===== config.mk =====
export PLATFORM = sky130hd
export DESIGN_NAME = lpw_host_flat
export DESIGN_NICKNAME = d
export VERILOG_FILES = /design/src/lpw_pkg.sv /design/src/lpw_link_if.sv /design/src/lpw_host.sv /design/src/flat_wrapper.sv
export SDC_FILE = /design/constraint.sdc
export NUM_CORES = 1
export LEC_CHECK = 0
export BUFFER_PORTS_ARGS = -buffer_cell sky130_fd_sc_hd__buf_2
export CAP_MARGIN = 20
export CORE_MARGIN = 2
export CORE_UTILIZATION = 28
export DETAILED_ROUTE_END_ITERATION = 10
export GPL_ROUTABILITY_DRIVEN = 0
export GPL_TIMING_DRIVEN = 1
export PLACE_DENSITY = 0.51
export SLEW_MARGIN = 20
export SYNTH_ARGS = -nofsm -noshare
export SYNTH_HDL_FRONTEND = slang
export SYNTH_SLANG_ARGS = --single-unit

===== constraint.sdc =====
create_clock -name aclk -period 5.34 [get_ports aclk]
set_clock_uncertainty 0.1 [all_clocks]
set_input_delay 0.801 -clock aclk [delete_from_list [all_inputs] [get_ports aclk]]
set_output_delay 0.801 -clock aclk [all_outputs]
set_load 0.005 [all_outputs]

===== src/lpw_pkg.sv =====
`default_nettype none
package lpw_pkg;
  // control byte layout
  localparam int LPW_DT_LSB = 0;
  localparam int LPW_DT_MSB = 2;
  localparam int LPW_LOCK_BIT = 3;
  localparam int LPW_DIV_BIT = 4;
  localparam int LPW_RES_BIT = 6;
  localparam int LPW_STOP_BIT = 7;
  localparam logic [7:0] LPW_CTRL_RESET = 8'h47;
  localparam logic [7:0] LPW_PW_RESET = 8'h00;
  localparam logic [7:0] LPW_CTRL_USED = 8'hDF;
  // counter limits for 7-bit and 8-bit resolution
  localparam logic [7:0] LPW_CNT_MAX7 = 8'h7F;
  localparam logic [7:0] LPW_CNT_MAX8 = 8'hFF;
  localparam logic [3:0] LPW_DT_STEP = 4'h2;
  // half scale gives zero mean voltage on a full bridge
  localparam logic [7:0] LPW_PW_SAFE = 8'h80;
  // link target select
  localparam logic LPW_SEL_PW = 1'b0;
  localparam logic LPW_SEL_CTRL = 1'b1;
  // controller register offsets
  localparam logic [3:0] LPW_REG_PW = 4'h0;
  localparam logic [3:0] LPW_REG_CTRL = 4'h4;
  localparam logic [3:0] LPW_REG_RESET = 4'h8;
  localparam logic [3:0] LPW_REG_STATUS = 4'hC;
  localparam logic [1:0] LPW_RESP_OKAY = 2'h0;
  localparam logic [1:0] LPW_RESP_SLVERR = 2'h2;

  function automatic logic [3:0] lpw_dt_clocks(input logic [7:0] ctrl);
    lpw_dt_clocks = 4'(ctrl[LPW_DT_MSB:LPW_DT_LSB] * LPW_DT_STEP);
  endfunction : lpw_dt_clocks

  // a locked control byte only lets the stop bit through
  function automatic logic [7:0] lpw_ctrl_merge(input logic [7:0] old, input logic [7:0] wr);
    logic [7:0] res;
    res = old;
    res[LPW_STOP_BIT] = wr[LPW_STOP_BIT];
    lpw_ctrl_merge = old[LPW_LOCK_BIT] ? res : (wr & LPW_CTRL_USED);
  endfunction : lpw_ctrl_merge
endpackage : lpw_pkg
`default_nettype wire


===== src/lpw_link_if.sv =====
`timescale 1ns/1ps
`default_nettype none
interface lpw_link_if;
  logic wr_strobe;
  logic sel;
  logic [7:0] data;
  logic rst_req;

  modport host (output wr_strobe, output sel, output data, output rst_req);
  modport device (input wr_strobe, input sel, input data, input rst_req);
endinterface : lpw_link_if
`default_nettype wire


===== src/lpw_host.sv =====
// Implementation choices: the address map and the AXI4-Lite register port.
`timescale 1ns/1ps
`default_nettype none
module lpw_host
  import lpw_pkg::*;
(
  input wire logic aclk,
  input wire logic aresetn,
  input wire logic [3:0] s_axi_awaddr,
  input wire logic s_axi_awvalid,
  output logic s_axi_awready,
  input wire logic [31:0] s_axi_wdata,
  input wire logic [3:0] s_axi_wstrb,
  input wire logic s_axi_wvalid,
  output logic s_axi_wready,
  output logic [1:0] s_axi_bresp,
  output logic s_axi_bvalid,
  input wire logic s_axi_bready,
  input wire logic [3:0] s_axi_araddr,
  input wire logic s_axi_arvalid,
  output logic s_axi_arready,
  output logic [31:0] s_axi_rdata,
  output logic [1:0] s_axi_rresp,
  output logic s_axi_rvalid,
  input wire logic s_axi_rready,
  lpw_link_if.host link
);

  logic [3:0] aw_addr;
  logic [31:0] w_data;
  logic aw_held;
  logic w_held;
  logic pend_ctrl;
  logic pw_sent;
  logic [7:0] ctrl_shadow;
  logic [7:0] pw_shadow;
  logic [7:0] ctrl_hold;

  wire wr_go;
  wire [7:0] pw_limit;
  wire [7:0] pw_clamped;
  wire [31:0] rd_word;
  wire rd_hit;
  wire wr_hit;

  assign wr_go = aw_held && w_held && !s_axi_bvalid && !pend_ctrl;
  assign wr_hit = (aw_addr == LPW_REG_PW) || (aw_addr == LPW_REG_CTRL) || (aw_addr == LPW_REG_RESET);
  // signed value from software is saturated to the active resolution
  assign pw_limit = ctrl_shadow[LPW_RES_BIT] ? LPW_CNT_MAX8 : LPW_CNT_MAX7;
  assign pw_clamped = $signed(w_data) < 0 ? 8'h00
                    : (w_data > {24'h0, pw_limit}) ? pw_limit : w_data[7:0];
  assign rd_hit = (s_axi_araddr == LPW_REG_PW) || (s_axi_araddr == LPW_REG_CTRL)
               || (s_axi_araddr == LPW_REG_STATUS) || (s_axi_araddr == LPW_REG_RESET);
  assign rd_word = (s_axi_araddr == LPW_REG_PW) ? {24'h0, pw_shadow}
                 : (s_axi_araddr == LPW_REG_CTRL) ? {24'h0, ctrl_shadow}
                 : (s_axi_araddr == LPW_REG_STATUS) ? {30'h0, pw_sent, ctrl_shadow[LPW_LOCK_BIT]}
                 : 32'h0;

  // address and data are taken independently and held until executed
  always_ff @(posedge aclk)
  begin
    if (!aresetn)
    begin
      s_axi_awready <= 1'b1;
      s_axi_wready <= 1'b1;
      aw_held <= 1'b0;
      w_held <= 1'b0;
      aw_addr <= 4'h0;
      w_data <= 32'h0;
    end
    else
    begin
      if (s_axi_awvalid && s_axi_awready)
      begin
        aw_held <= 1'b1;
        aw_addr <= s_axi_awaddr;
        s_axi_awready <= 1'b0;
      end
      else if (wr_go)
      begin
        aw_held <= 1'b0;
        s_axi_awready <= 1'b1;
      end
      if (s_axi_wvalid && s_axi_wready)
      begin
        w_held <= 1'b1;
        w_data <= s_axi_wdata;
        s_axi_wready <= 1'b0;
      end
      else if (wr_go)
      begin
        w_held <= 1'b0;
        s_axi_wready <= 1'b1;
      end
    end
  end

  // link side: one strobe per cycle; the device reset follows the system reset
  always_ff @(posedge aclk)
  begin
    if (!aresetn)
    begin
      link.wr_strobe <= 1'b0;
      link.sel <= LPW_SEL_PW;
      link.data <= 8'h00;
      link.rst_req <= 1'b1;
      s_axi_bvalid <= 1'b0;
      s_axi_bresp <= LPW_RESP_OKAY;
      pend_ctrl <= 1'b0;
      pw_sent <= 1'b0;
      ctrl_shadow <= LPW_CTRL_RESET;
      pw_shadow <= LPW_PW_RESET;
      ctrl_hold <= 8'h00;
    end
    else
    begin
      link.wr_strobe <= 1'b0;
      link.rst_req <= 1'b0;
      if (s_axi_bvalid && s_axi_bready)
      begin
        s_axi_bvalid <= 1'b0;
      end
      if (pend_ctrl)
      begin
        link.wr_strobe <= 1'b1;
        link.sel <= LPW_SEL_CTRL;
        link.data <= ctrl_hold;
        ctrl_shadow <= lpw_ctrl_merge(ctrl_shadow, ctrl_hold);
        pend_ctrl <= 1'b0;
        s_axi_bvalid <= 1'b1;
      end
      else if (wr_go)
      begin
        s_axi_bresp <= wr_hit ? LPW_RESP_OKAY : LPW_RESP_SLVERR;
        s_axi_bvalid <= !(aw_addr == LPW_REG_CTRL && !pw_sent);
        if (aw_addr == LPW_REG_PW && s_axi_wstrb[0])
        begin
          link.wr_strobe <= 1'b1;
          link.sel <= LPW_SEL_PW;
          link.data <= pw_clamped;
          pw_shadow <= pw_clamped;
          pw_sent <= 1'b1;
        end
        else if (aw_addr == LPW_REG_CTRL && !pw_sent)
        begin
          // no width written yet: send the safe width first, control next cycle
          link.wr_strobe <= 1'b1;
          link.sel <= LPW_SEL_PW;
          link.data <= LPW_PW_SAFE;
          pw_shadow <= LPW_PW_SAFE;
          pw_sent <= 1'b1;
          pend_ctrl <= 1'b1;
          ctrl_hold <= w_data[7:0];
        end
        else if (aw_addr == LPW_REG_CTRL && s_axi_wstrb[0])
        begin
          link.wr_strobe <= 1'b1;
          link.sel <= LPW_SEL_CTRL;
          link.data <= w_data[7:0];
          ctrl_shadow <= lpw_ctrl_merge(ctrl_shadow, w_data[7:0]);
        end
        else if (aw_addr == LPW_REG_RESET && w_data[0])
        begin
          link.rst_req <= 1'b1;
          pw_sent <= 1'b0;
          ctrl_shadow <= LPW_CTRL_RESET;
          pw_shadow <= LPW_PW_RESET;
        end
      end
    end
  end

  // read channel: one read at a time, answer registered
  always_ff @(posedge aclk)
  begin
    if (!aresetn)
    begin
      s_axi_arready <= 1'b1;
      s_axi_rvalid <= 1'b0;
      s_axi_rdata <= 32'h0;
      s_axi_rresp <= LPW_RESP_OKAY;
    end
    else if (s_axi_arvalid && s_axi_arready)
    begin
      s_axi_arready <= 1'b0;
      s_axi_rvalid <= 1'b1;
      s_axi_rdata <= rd_word;
      s_axi_rresp <= rd_hit ? LPW_RESP_OKAY : LPW_RESP_SLVERR;
    end
    else if (s_axi_rvalid && s_axi_rready)
    begin
      s_axi_rvalid <= 1'b0;
      s_axi_arready <= 1'b1;
    end
  end

endmodule : lpw_host
`default_nettype wire


===== src/flat_wrapper.sv =====
// flat-port wrapper written by rule: the top's interface ports become plain ports
module lpw_host_flat import lpw_pkg::*;
  (aclk, aresetn, s_axi_awaddr, s_axi_awvalid, s_axi_awready, s_axi_wdata, s_axi_wstrb, s_axi_wvalid, s_axi_wready, s_axi_bresp, s_axi_bvalid, s_axi_bready, s_axi_araddr, s_axi_arvalid, s_axi_arready, s_axi_rdata, s_axi_rresp, s_axi_rvalid, s_axi_rready, link_wr_strobe, link_sel, link_data, link_rst_req);
  lpw_link_if link_i ();
  input wire logic aclk;
  input wire logic aresetn;
  input wire logic [3:0] s_axi_awaddr;
  input wire logic s_axi_awvalid;
  output logic s_axi_awready;
  input wire logic [31:0] s_axi_wdata;
  input wire logic [3:0] s_axi_wstrb;
  input wire logic s_axi_wvalid;
  output logic s_axi_wready;
  output logic [1:0] s_axi_bresp;
  output logic s_axi_bvalid;
  input wire logic s_axi_bready;
  input wire logic [3:0] s_axi_araddr;
  input wire logic s_axi_arvalid;
  output logic s_axi_arready;
  output logic [31:0] s_axi_rdata;
  output logic [1:0] s_axi_rresp;
  output logic s_axi_rvalid;
  input wire logic s_axi_rready;
  output wire logic [$bits(link_i.wr_strobe)-1:0] link_wr_strobe;
  output wire logic [$bits(link_i.sel)-1:0] link_sel;
  output wire logic [$bits(link_i.data)-1:0] link_data;
  output wire logic [$bits(link_i.rst_req)-1:0] link_rst_req;
  assign link_wr_strobe = link_i.wr_strobe;
  assign link_sel = link_i.sel;
  assign link_data = link_i.data;
  assign link_rst_req = link_i.rst_req;
  lpw_host u_core (.aclk(aclk), .aresetn(aresetn), .s_axi_awaddr(s_axi_awaddr), .s_axi_awvalid(s_axi_awvalid), .s_axi_awready(s_axi_awready), .s_axi_wdata(s_axi_wdata), .s_axi_wstrb(s_axi_wstrb), .s_axi_wvalid(s_axi_wvalid), .s_axi_wready(s_axi_wready), .s_axi_bresp(s_axi_bresp), .s_axi_bvalid(s_axi_bvalid), .s_axi_bready(s_axi_bready), .s_axi_araddr(s_axi_araddr), .s_axi_arvalid(s_axi_arvalid), .s_axi_arready(s_axi_arready), .s_axi_rdata(s_axi_rdata), .s_axi_rresp(s_axi_rresp), .s_axi_rvalid(s_axi_rvalid), .s_axi_rready(s_axi_rready), .link(link_i));
endmodule

# Word level (Yosys, flattened, before mapping)
# Index checks and enable logic that the tools add are counted.
# classes
reduce_logical	38
bitwise_logic	4
order_cmp	2
mux	59
n_eq_ne	10
# op_table
cell	count
$mux 8	18
$mux 32	2
$mux 1	34
$gt 32x8->1	1
$lt 32x1->1 const B	1
$mux 7	2
$eq 4x4->1 const B	3
$logic_and 1x1->1	12
$reduce_and 4->1	3
$reduce_bool 3->1	3
$eq 4x3->1 const B	2
$logic_not 4->1	2
$reduce_bool 2->1	4
$mux 2	3
$reduce_and 6->1	1
$logic_or 1x1->1	5
$logic_not 1->1	4
$ne 2x1->1 const B	2
$ne 2x2->1 const B	2
$not 1->1	4
$reduce_and 2->1	2
$reduce_bool 4->1	1
$reduce_or 4->1	1
$ne 3x1->1 const B	1
# totals
ff_bits	116
output_inout_bits	52

# Depth between registers and ports, before layout
# Gate-level depths: netlist (run 1).
# depth
ltp_word	8
ltp_mapped	7
ltp_nobuf	7

# Least setup slack after synthesis (run 1)
# No wires, ideal clock.
# synth_path
path_kind	input to register
from	input s_axi_wstrb[0]
to	register u_core.ctrl_shadow[0]
stages	5
t_arrival_ns	1.867
setup_ns	0.123
slack_ns	3.249
path_cell_list	nor2b_1 > o21a_4 > a211oi_2 > o21bai_2 > mux2_1
# synth_between
elab_chain_cells	6
word_cells_on_any_way	11
cone_classes	eq/ne (2); mux (5); reduce/logical (4)
# synth_lines
item	line	text
start, declared	flat_wrapper.sv:11	input wire logic [3:0] s_axi_wstrb;
$logic_and 1x1->1	lpw_host.sv:155	else if (aw_addr == LPW_REG_CTRL && s_axi_wstrb[0])
$mux 8	lpw_host.sv:155	
$mux 8	lpw_host.sv:144	else if (aw_addr == LPW_REG_CTRL && !pw_sent)
$mux 8	lpw_host.sv:136	if (aw_addr == LPW_REG_PW && s_axi_wstrb[0])
$mux 8	lpw_host.sv:132	else if (wr_go)
$mux 8	lpw_host.sv:123	if (pend_ctrl)
end signal, assigned	lpw_host.sv:128	ctrl_shadow <= lpw_ctrl_merge(ctrl_shadow, ctrl_hold);
end signal, assigned	lpw_host.sv:160	ctrl_shadow <= lpw_ctrl_merge(ctrl_shadow, w_data[7:0]);
end, declared	lpw_host.sv:35	logic [7:0] ctrl_shadow;
# Parallel ways exist; a longest one is shown, timed or not. The select of a mux whose other input is x is not followed.
# A chain may end at the register's enable or synchronous reset.

# Worst setup path after layout (run 1)
# layout_path
from	register u_core.s_axi_bvalid
to	register u_core.ctrl_hold[5]
# layout_between
elab_chain_cells	4
# layout_lines
item	line	text
start, declared	lpw_host.sv:17	output logic s_axi_bvalid,
start signal, assigned	lpw_host.sv:135	s_axi_bvalid <= !(aw_addr == LPW_REG_CTRL && !pw_sent);
$logic_not 1->1	lpw_host.sv:46	assign wr_go = aw_held && w_held && !s_axi_bvalid && !pend_ctrl;
$logic_and 1x1->1 (2 in a row)	lpw_host.sv:46	
$reduce_and 4->1 (no source line)	-	
end signal, assigned	lpw_host.sv:153	ctrl_hold <= w_data[7:0];
end, declared	lpw_host.sv:37	logic [7:0] ctrl_hold;
# No other way between the ends.

==> results.cfg, run 1 <==
[timing]
finalCriticalPeriod_ns = 2.39
fmax_mhz = 419
setup_violations = 0
maxSlewViolCount = 0
setup_slack_ns = 2.95
max_slew_margin_pct = 34.7
tightestPinTransition_ns = 0.975
min_period_over_period_pct = 44.7
finalSetupTns_ns = 0
hold_viol = 0
rsz0062_at_grt = no

[critical_path]
endpoint_kind = register
path_buf_inv = 0
crit_type = register to register
critPathMaxFanout = 13
cp_common_cell = nand2_1
cpPeakStageDelay_ns = 0.83
path_cells = nand3b_1, nor2_1, nand2_1, nand2_1, a21oi_1
path_delay_family = simple AND/OR/NAND/NOR gates
critPathRequiredTime_ns = 5.45
slowest_stage = nor2_1
crit_path_start_kind = register
arrival_ns = 2.50

[power]
powerDensity_nw_per_um2 = 331
cellLeakagePower_nw = 1.87
peakVddDrop_uv = 120
total_power_mw = 1.52

[routing]
ant_nets = 0
post-route-drc-count = 0
wire_per_inst_um = 14.1
wl_um = 10300
viasPerCell = 4.71
drt_pass1_iterations = 5
route.vias.total = 3417
drt-initial-drc-count = 190

[synth]
netlist_area_um2 = 3880
synth_seq_cells = 89
ys_types = 46
synth_edf_count = 0
ys_seq_area_share_pct = 45.9
synth_warnings = 0
synthArstFlopShare_pct = 0
ys.flop_type = dfxtp_1
postSynthCellCount = 482
avgSynthCellArea_um2 = 8.05

[grt]
use_met2_pct = 23.2
grt_pass1_vias = 3317
grt_use_met1_pct = 18.5
top_usage_layer = met2
grt_overflow_total = 0
antenna_found_initial = 0
grt_pass1_wl_um = 16700
gr-usage-met3_pct = 4.63
grt_max_degree = 40
globalRouteTotalUtil_pct = 14.5

[clocking]
cts_sinks = 89
clockBufferDepth = 2
cts_buffers = 9
cts_hold_buffers = 0
cts.repair.resized = 0
insertion_delay_ns = 0.34
cts_root_buf = clkbuf_16
clkTransAtPathRegs_ns = 0.06
cts_tree = yes
post_cts_buffers = 0
htree_num_levels = 3

[final_layout]
final_common_cell = nand2_1
layout.nets = 594
drive_gt1_share_pct = 18.7
nFillCells = 1457
diodes = 0
area_growth_pct = 18.5
layout_common_cells = 101 x nand2_1, 89 x dfxtp_1, 73 x buf_2, 63 x a21oi_1, 36 x nor2_1
instances_no_fill = 726

[die]
rows = 43
dieArea_um2 = 14800
fp.dieW_um = 122
coreArea_um2 = 13700
die_h_um = 122
initial_core_util_pct = 28.3
io_pins = 103

[hold_path]
hold_path_class = register to register

[place]
post-place-ws_ns = 2.81
io_buffers = 73
dpl.cell_count = 711
hpwl_um = 7240

[job]
drv_cap = 0

[status]
status = finished clean
logic make-up (layout without fill, tap and decap cells):
family          count (synthesis)  in the layout  synth area share [%]
mux                            15             15                  3.97
flops                          89             89                  45.9
buf+inv                        57             96                  8.16
simple gates                  206            206                  23.8
fa+ha+maj                       1              1                 0.322
compound gates                113            113                  17.7
other cells                     1             26                0.0966
metal layers:
layer / share of wire [%] / vias to the layer above / routed length [µm]
met4: 1.6 / 0 / 165
li1: - / 1742 / -
met5: 0 / - / 0
met2: 45 / 127 / 4660
met1: 46 / 1534 / 4670
met3: 7.4 / 14 / 758
stage by stage:
| stage | hold slack [ns] | utilization (%) | area [µm²] |
|---|---|---|---|
| 2_1_floorplan | 0.324 | - | 3980 |
| 3_3_place_gp | 0.342 | 31.2 | 4290 |
| 3_5_place_dp | 0.343 | 31.2 | 4290 |
| 4_1_cts | 0.352 | 33.5 | 4600 |
| 5_1_grt | 0.369 | 33.5 | 4600 |
| 6_report | 0.352 | 33.5 | 4600 |
flip-flops by register name (all words and copies together) (netlist names), 4 cells and up:
signal              cells
u_core.s_axi_rdata      8
u_core.w_data          32
u_core.link.data        8
u_core.pw_shadow        8
u_core.ctrl_hold        8
u_core.aw_addr          4
u_core.ctrl_shadow      7
layout make-up:
| type | instances | area [µm²] | area share (%) |
|---|---|---|---|
| multi-input combinational | 361 | 1880 | 40.9 |
| sequential | 89 | 1780 | 38.7 |
| timing repair buffer | 75 | 380 | 8.27 |
| tap | 180 | 225 | 4.90 |
| clock inverter | 6 | 83.8 | 1.82 |
| clock buffer | 9 | 225 | 4.90 |
| inverter | 6 | 22.5 | 0.490 |
worst min-delay path, stage by stage, from the launching register on:
cell and delay (ns):
dfxtp_1 0.30, nand2_1 0.05, a21oi_1 0.05
report_power, final:
group / switching (mW) / internal [mW]
combinational: 0.0948 / 0.0540
clock: 0.253 / 0.405
sequential: 0.0242 / 0.690
total: 0.372 / 1.15
cells in the mapped netlist, types with 2 or more instances:
master	n	area, µm²
inv_1	5	18.8
buf_4	26	195
nand4_1	4	25.0
clkbuf_1	19	71.3
mux2i_1	12	120
nor3_1	15	75.1
buf_1	2	7.51
a211oi_2	2	25.0
a21oi_1	63	315
nand2b_1	6	37.5
a211oi_1	6	45.0
nand3b_1	2	15.0
a222oi_1	2	20.0
nand2_1	102	383
nor2_1	36	135
o21ai_0	17	85.1
mux2_1	2	22.5
o311ai_0	2	17.5
a22oi_1	2	15.0
o21a_1	3	22.5
or3_1	3	18.8
nor2b_1	3	18.8
nand3_1	19	95.1
and2_1	3	18.8
o31ai_1	2	15.0
o2bb2ai_1	7	61.3
nor4_1	6	37.5
or4_4	2	22.5
dfxtp_1	89	1780
buf_2	4	20.0
worst paths after layout:
path | start | to | slack (ns) | cells past startpoint
hold / removal | u_core.ctrl_hold[0] | u_core.ctrl_hold[0] | 0.35 | 2
setup / recovery | u_core.s_axi_bvalid | u_core.ctrl_hold[5] | 2.95 | 5
hold reg to reg | u_core.ctrl_hold[0] | u_core.ctrl_hold[0] | 0.35 | 2
setup reg to reg | u_core.s_axi_bvalid | u_core.ctrl_hold[5] | 2.95 | 5
No activity file was read; power rests on OpenSTA's default activity.
==> run 2: changes to the inputs <==
--- a/config.mk
+++ b/config.mk
@@ -12,7 +12,7 @@
 export DETAILED_ROUTE_END_ITERATION = 10
 export GPL_ROUTABILITY_DRIVEN = 0
 export GPL_TIMING_DRIVEN = 1
-export PLACE_DENSITY = 0.51
+export PLACE_DENSITY = 0.53
 export SLEW_MARGIN = 20
 export SYNTH_ARGS = -nofsm -noshare
 export SYNTH_HDL_FRONTEND = slang
==> constraint.sdc (replaced) <==
create_clock -name aclk -period 2.1 [get_ports aclk]
set_clock_uncertainty 0.1 [all_clocks]
set_input_delay 0.315 -clock aclk [delete_from_list [all_inputs] [get_ports aclk]]
set_output_delay 0.315 -clock aclk [all_outputs]
set_load 0.005 [all_outputs]
==> results.cfg, run 2 (synthesis results as in run 1) <==
[critical_path]
endpoint_kind = register
slowest_stage = mux2_2
arrival_ns = 2.15
critPathRequiredTime_ns = 2.27
cpPeakStageDelay_ns = 0.39
rr_endpoint = u_core.link.data[7]
critPathMaxFanout = 3
path_cells = inv_1, ha_1, nand4_1, o21a_1, nor3_1, mux2_2, a211oi_1
reg2reg_depth = 7
startpoint = u_core.ctrl_shadow[6]
rr_startpoint = u_core.ctrl_shadow[6]
crit_type = register to register
path_delay_family = compound AO/OA/AOI/OAI gates
crit_end = u_core.link.data[7]
crit_cells = 7
path_buf_inv = 1
rrSetupSlack_ns = 0.12
crit_path_start_kind = register

[final_layout]
diodes = 0
fin_area_um2 = 4820
final_common_cell = nand2_1
multi_input_area_um2 = 1880
regMostFlops = u_core.w_data
nFillCells = 1452
final_core_util_pct = 35.1
drive_gt1_share_pct = 22.3
area_growth_pct = 24.1
largest_reg_flops = 32
layout.nets = 621
ff_latch_area_um2 = 1780
instances_no_fill = 753
layout_common_cells = 102 x nand2_1, 89 x dfxtp_1, 73 x buf_2, 63 x a21oi_1, 36 x nor2_1

[timing]
finalCriticalPeriod_ns = 1.98
fmax_mhz = 505
setup_violations = 0
hold_viol = 0
maxSlewViolCount = 0
rsz0062_at_grt = no
finalSetupTns_ns = 0
setup_slack_ns = 0.122
whs_ns = 0.102
min_period_over_period_pct = 94.2

[grt]
grt_overflow_total = 0
grt_pass1_vias = 3491
grt_pass1_wl_um = 17100
globalRouteTotalUtil_pct = 15.0
grt_max_degree = 54
antenna_found_initial = 0

[place]
post-place-ws_ns = 0.142
hpwl_um = 7890
io_buffers = 73
place_area_um2 = 4500
dpl.cell_count = 738

[job]
drv_cap = 0

[power]
cellLeakagePower_nw = 2.00
total_power_mw = 3.93
peakVddDrop_uv = 434
powerDensity_nw_per_um2 = 815

[die]
fp.dieW_um = 122
die_h_um = 122
dieArea_um2 = 14800
rows = 43
io_pins = 103
coreArea_um2 = 13700
initial_core_util_pct = 28.3

[clocking]
clkTransAtPathRegs_ns = 0.06
clockBufferDepth = 2
cts_sinks = 89
insertion_delay_ns = 0.35
cts_tree = yes
htree_num_levels = 3
post_cts_buffers = 0
cts_buffers = 9
cts_root_buf = clkbuf_16

[routing]
post-route-drc-count = 0
drt_pass1_iterations = 5
viasPerCell = 4.75
route.vias.total = 3579
wire_per_inst_um = 14.1
ant_nets = 0
drt-initial-drc-count = 209
wl_um = 10600

[hold_path]
hold_path_class = input port to register

[status]
status = finished clean
-- run 2: what timing repair did --
item / CTS / global route
endpoints found under the setup margin: 0 / 2
hold buffers: 0 / 0
gates resized for setup: 0 / 2
-- run 2: tightest hold or removal path, stage by stage --
cell and delay [ns]:
buf_2 0.09, nand2_1 0.04, a21oi_1 0.05
-- run 2: worst min path at each step --
| stage | from | endpoint | slack (ns) | cells after the start |
|---|---|---|---|---|
| finish | s_axi_wdata[11] | u_core.w_data[11] | 0.10 | 3 |
| global placement | u_core.ctrl_hold[6] | u_core.ctrl_hold[6] | 0.34 | 2 |
| floorplan | u_core.pw_shadow[5] | u_core.pw_shadow[5] | 0.32 | 1 |
| CTS | s_axi_wdata[11] | u_core.w_data[11] | 0.09 | 3 |
| detailed placement | u_core.ctrl_hold[0] | u_core.ctrl_hold[0] | 0.34 | 2 |
| global route | s_axi_wdata[15] | u_core.w_data[15] | 0.10 | 3 |
-- run 2: power breakdown --
group	internal [mW]	total (mW)	leakage, nW	switching [mW]
Clock	1.04	1.69	0.149	0.653
Sequential	1.76	1.80	0.726	0.0416
Combinational	0.175	0.443	1.13	0.268
-- run 2: per-layer routing --
metal  part of all wire [%]  track usage [%]
met5                      0                0
met4                    1.3             5.17
met3                    6.3             4.54
met2                     47             24.0
met1                     46             19.1
-- run 2: area by class of cell --
| cell class | instances | share of cell area (%) |
|---|---|---|
| multi-input combinational | 361 | 39.1 |
| sequential | 89 | 37.0 |
| clock inverter | 5 | 1.69 |
| tap | 180 | 4.67 |
| timing repair buffer | 102 | 12.4 |
| inverter | 6 | 0.467 |
| clock buffer | 10 | 4.75 |
==> run 3: changes to the inputs <==
--- a/config.mk
+++ b/config.mk
@@ -7,12 +7,15 @@
 export LEC_CHECK = 0
 export BUFFER_PORTS_ARGS = -buffer_cell sky130_fd_sc_hd__buf_2
 export CAP_MARGIN = 20
+export CELL_PAD_IN_SITES_DETAIL_PLACEMENT = 0
+export CELL_PAD_IN_SITES_GLOBAL_PLACEMENT = 1
+export CORE_ASPECT_RATIO = 1.4
 export CORE_MARGIN = 2
 export CORE_UTILIZATION = 28
 export DETAILED_ROUTE_END_ITERATION = 10
 export GPL_ROUTABILITY_DRIVEN = 0
 export GPL_TIMING_DRIVEN = 1
-export PLACE_DENSITY = 0.53
+export PLACE_DENSITY = 0.67
 export SLEW_MARGIN = 20
 export SYNTH_ARGS = -nofsm -noshare
 export SYNTH_HDL_FRONTEND = slang
==> results.cfg, run 3 (synthesis results as in run 1) <==
[die]
io_pins = 103
coreArea_um2 = 13500
fp.dieW_um = 104
initial_core_util_pct = 28.9
rows = 50
die_h_um = 143
dieArea_um2 = 14800

[critical_path]
path_cells = inv_1, ha_1, nand4_1, o21a_1, nor3_2, mux2_2, a211oi_1
arrival_ns = 2.09
crit_type = register to register
slowest_stage = mux2_2
critPathMaxFanout = 3
cpPeakStageDelay_ns = 0.39
endpoint_kind = register
path_buf_inv = 1
path_delay_family = compound AO/OA/AOI/OAI gates
crit_path_start_kind = register
critPathRequiredTime_ns = 2.25

[grt]
grt_pass1_wl_um = 16800
gr-usage-met3_pct = 3.13
top_usage_layer = met2
globalRouteTotalUtil_pct = 14.2
antenna_found_initial = 0
grt_pass1_vias = 3412
grt_overflow_total = 0
use_met2_pct = 24.9
grt_use_met1_pct = 16.8
grt_max_degree = 53

[timing]
hold_viol = 0
setup_violations = 0
min_period_over_period_pct = 92.4
fmax_mhz = 515
setup_slack_ns = 0.159
max_slew_margin_pct = 65.2
maxSlewViolCount = 0
finalSetupTns_ns = 0
finalCriticalPeriod_ns = 1.94
tightestPinTransition_ns = 0.521

[routing]
ant_nets = 0
viasPerCell = 4.65
wl_um = 10300
post-route-drc-count = 0
drt-initial-drc-count = 116
route.vias.total = 3499
wire_per_inst_um = 13.7
drt_pass1_iterations = 5

[final_layout]
instances_no_fill = 752
final_core_util_pct = 35.6
fin_area_um2 = 4780
final_common_cell = nand2_1
largest_reg_flops = 32
layout_common_cells = 102 x nand2_1, 89 x dfxtp_1, 73 x buf_2, 62 x a21oi_1, 36 x nor2_1
layout.nets = 617
area_growth_pct = 23.2
diodes = 0
drive_gt1_share_pct = 22.3
regMostFlops = u_core.w_data

[place]
place_area_um2 = 4470
io_buffers = 73
dpl.cell_count = 736
post-place-ws_ns = 0.0393
hpwl_um = 7790

[clocking]
cts.repair.resized = 0
cts_sinks = 89
clkTransAtPathRegs_ns = 0.06
cts_buffers = 9
post_cts_buffers = 0
htree_num_levels = 3
clockBufferDepth = 2
cts_hold_buffers = 0
insertion_delay_ns = 0.34
cts_root_buf = clkbuf_16
cts_tree = yes

[status]
status = finished clean

[job]
drv_cap = 0

[power]
powerDensity_nw_per_um2 = 791
cellLeakagePower_nw = 1.98
peakVddDrop_uv = 332

[hold_path]
hold_path_class = input port to register
==> run 3: path summary, 6_finish.rpt <==
kind | startpoint | endpoint | slack, ns | cells past startpoint
worst max-delay path | u_core.ctrl_shadow[6] | u_core.link.data[7] | 0.16 | 7
worst min-delay path | s_axi_wdata[10] | u_core.w_data[10] | 0.11 | 3
worst max register to register | u_core.ctrl_shadow[6] | u_core.link.data[7] | 0.16 | 7
worst min register to register | u_core.ctrl_hold[0] | u_core.ctrl_hold[0] | 0.36 | 2
==> run 3: layer usage <==
layer  share of wire, %  wire length [µm]
met2                 50              5130
met1                 43              4480
met5                  0                 0
met4                2.4               248
met3                4.6               477
==> run 3: where the power goes <==
group	leakage [nW]	total, mW	internal, mW	switching, mW
Sequential	0.726	1.80	1.76	0.0452
Combinational	1.11	0.436	0.173	0.263
Clock	0.145	1.55	0.896	0.651
Total	1.98	3.78	2.82	0.959
==> run 3: stage by stage <==
step,hold slack [ns],total power [mW]
floorplan,0.324,2.12
global placement,0.343,2.27
detailed placement,0.348,2.27
CTS,0.0985,3.82
global route,0.105,3.97
finish,0.106,3.78
==> run 3: cell type report <==
| cell class | count | area, µm² |
|---|---|---|
| sequential | 89 | 1780 |
| multi-input combinational | 361 | 1890 |
| clock inverter | 4 | 26.3 |
| fill | 1501 | 8670 |
| inverter | 6 | 22.5 |
| timing repair buffer | 98 | 566 |
| clock buffer | 12 | 267 |
| tap | 182 | 228 |
==> run 3: worst min-delay path: stages <==
cell and delay, ns:
buf_2 0.09, nand2_1 0.04, a21oi_1 0.05
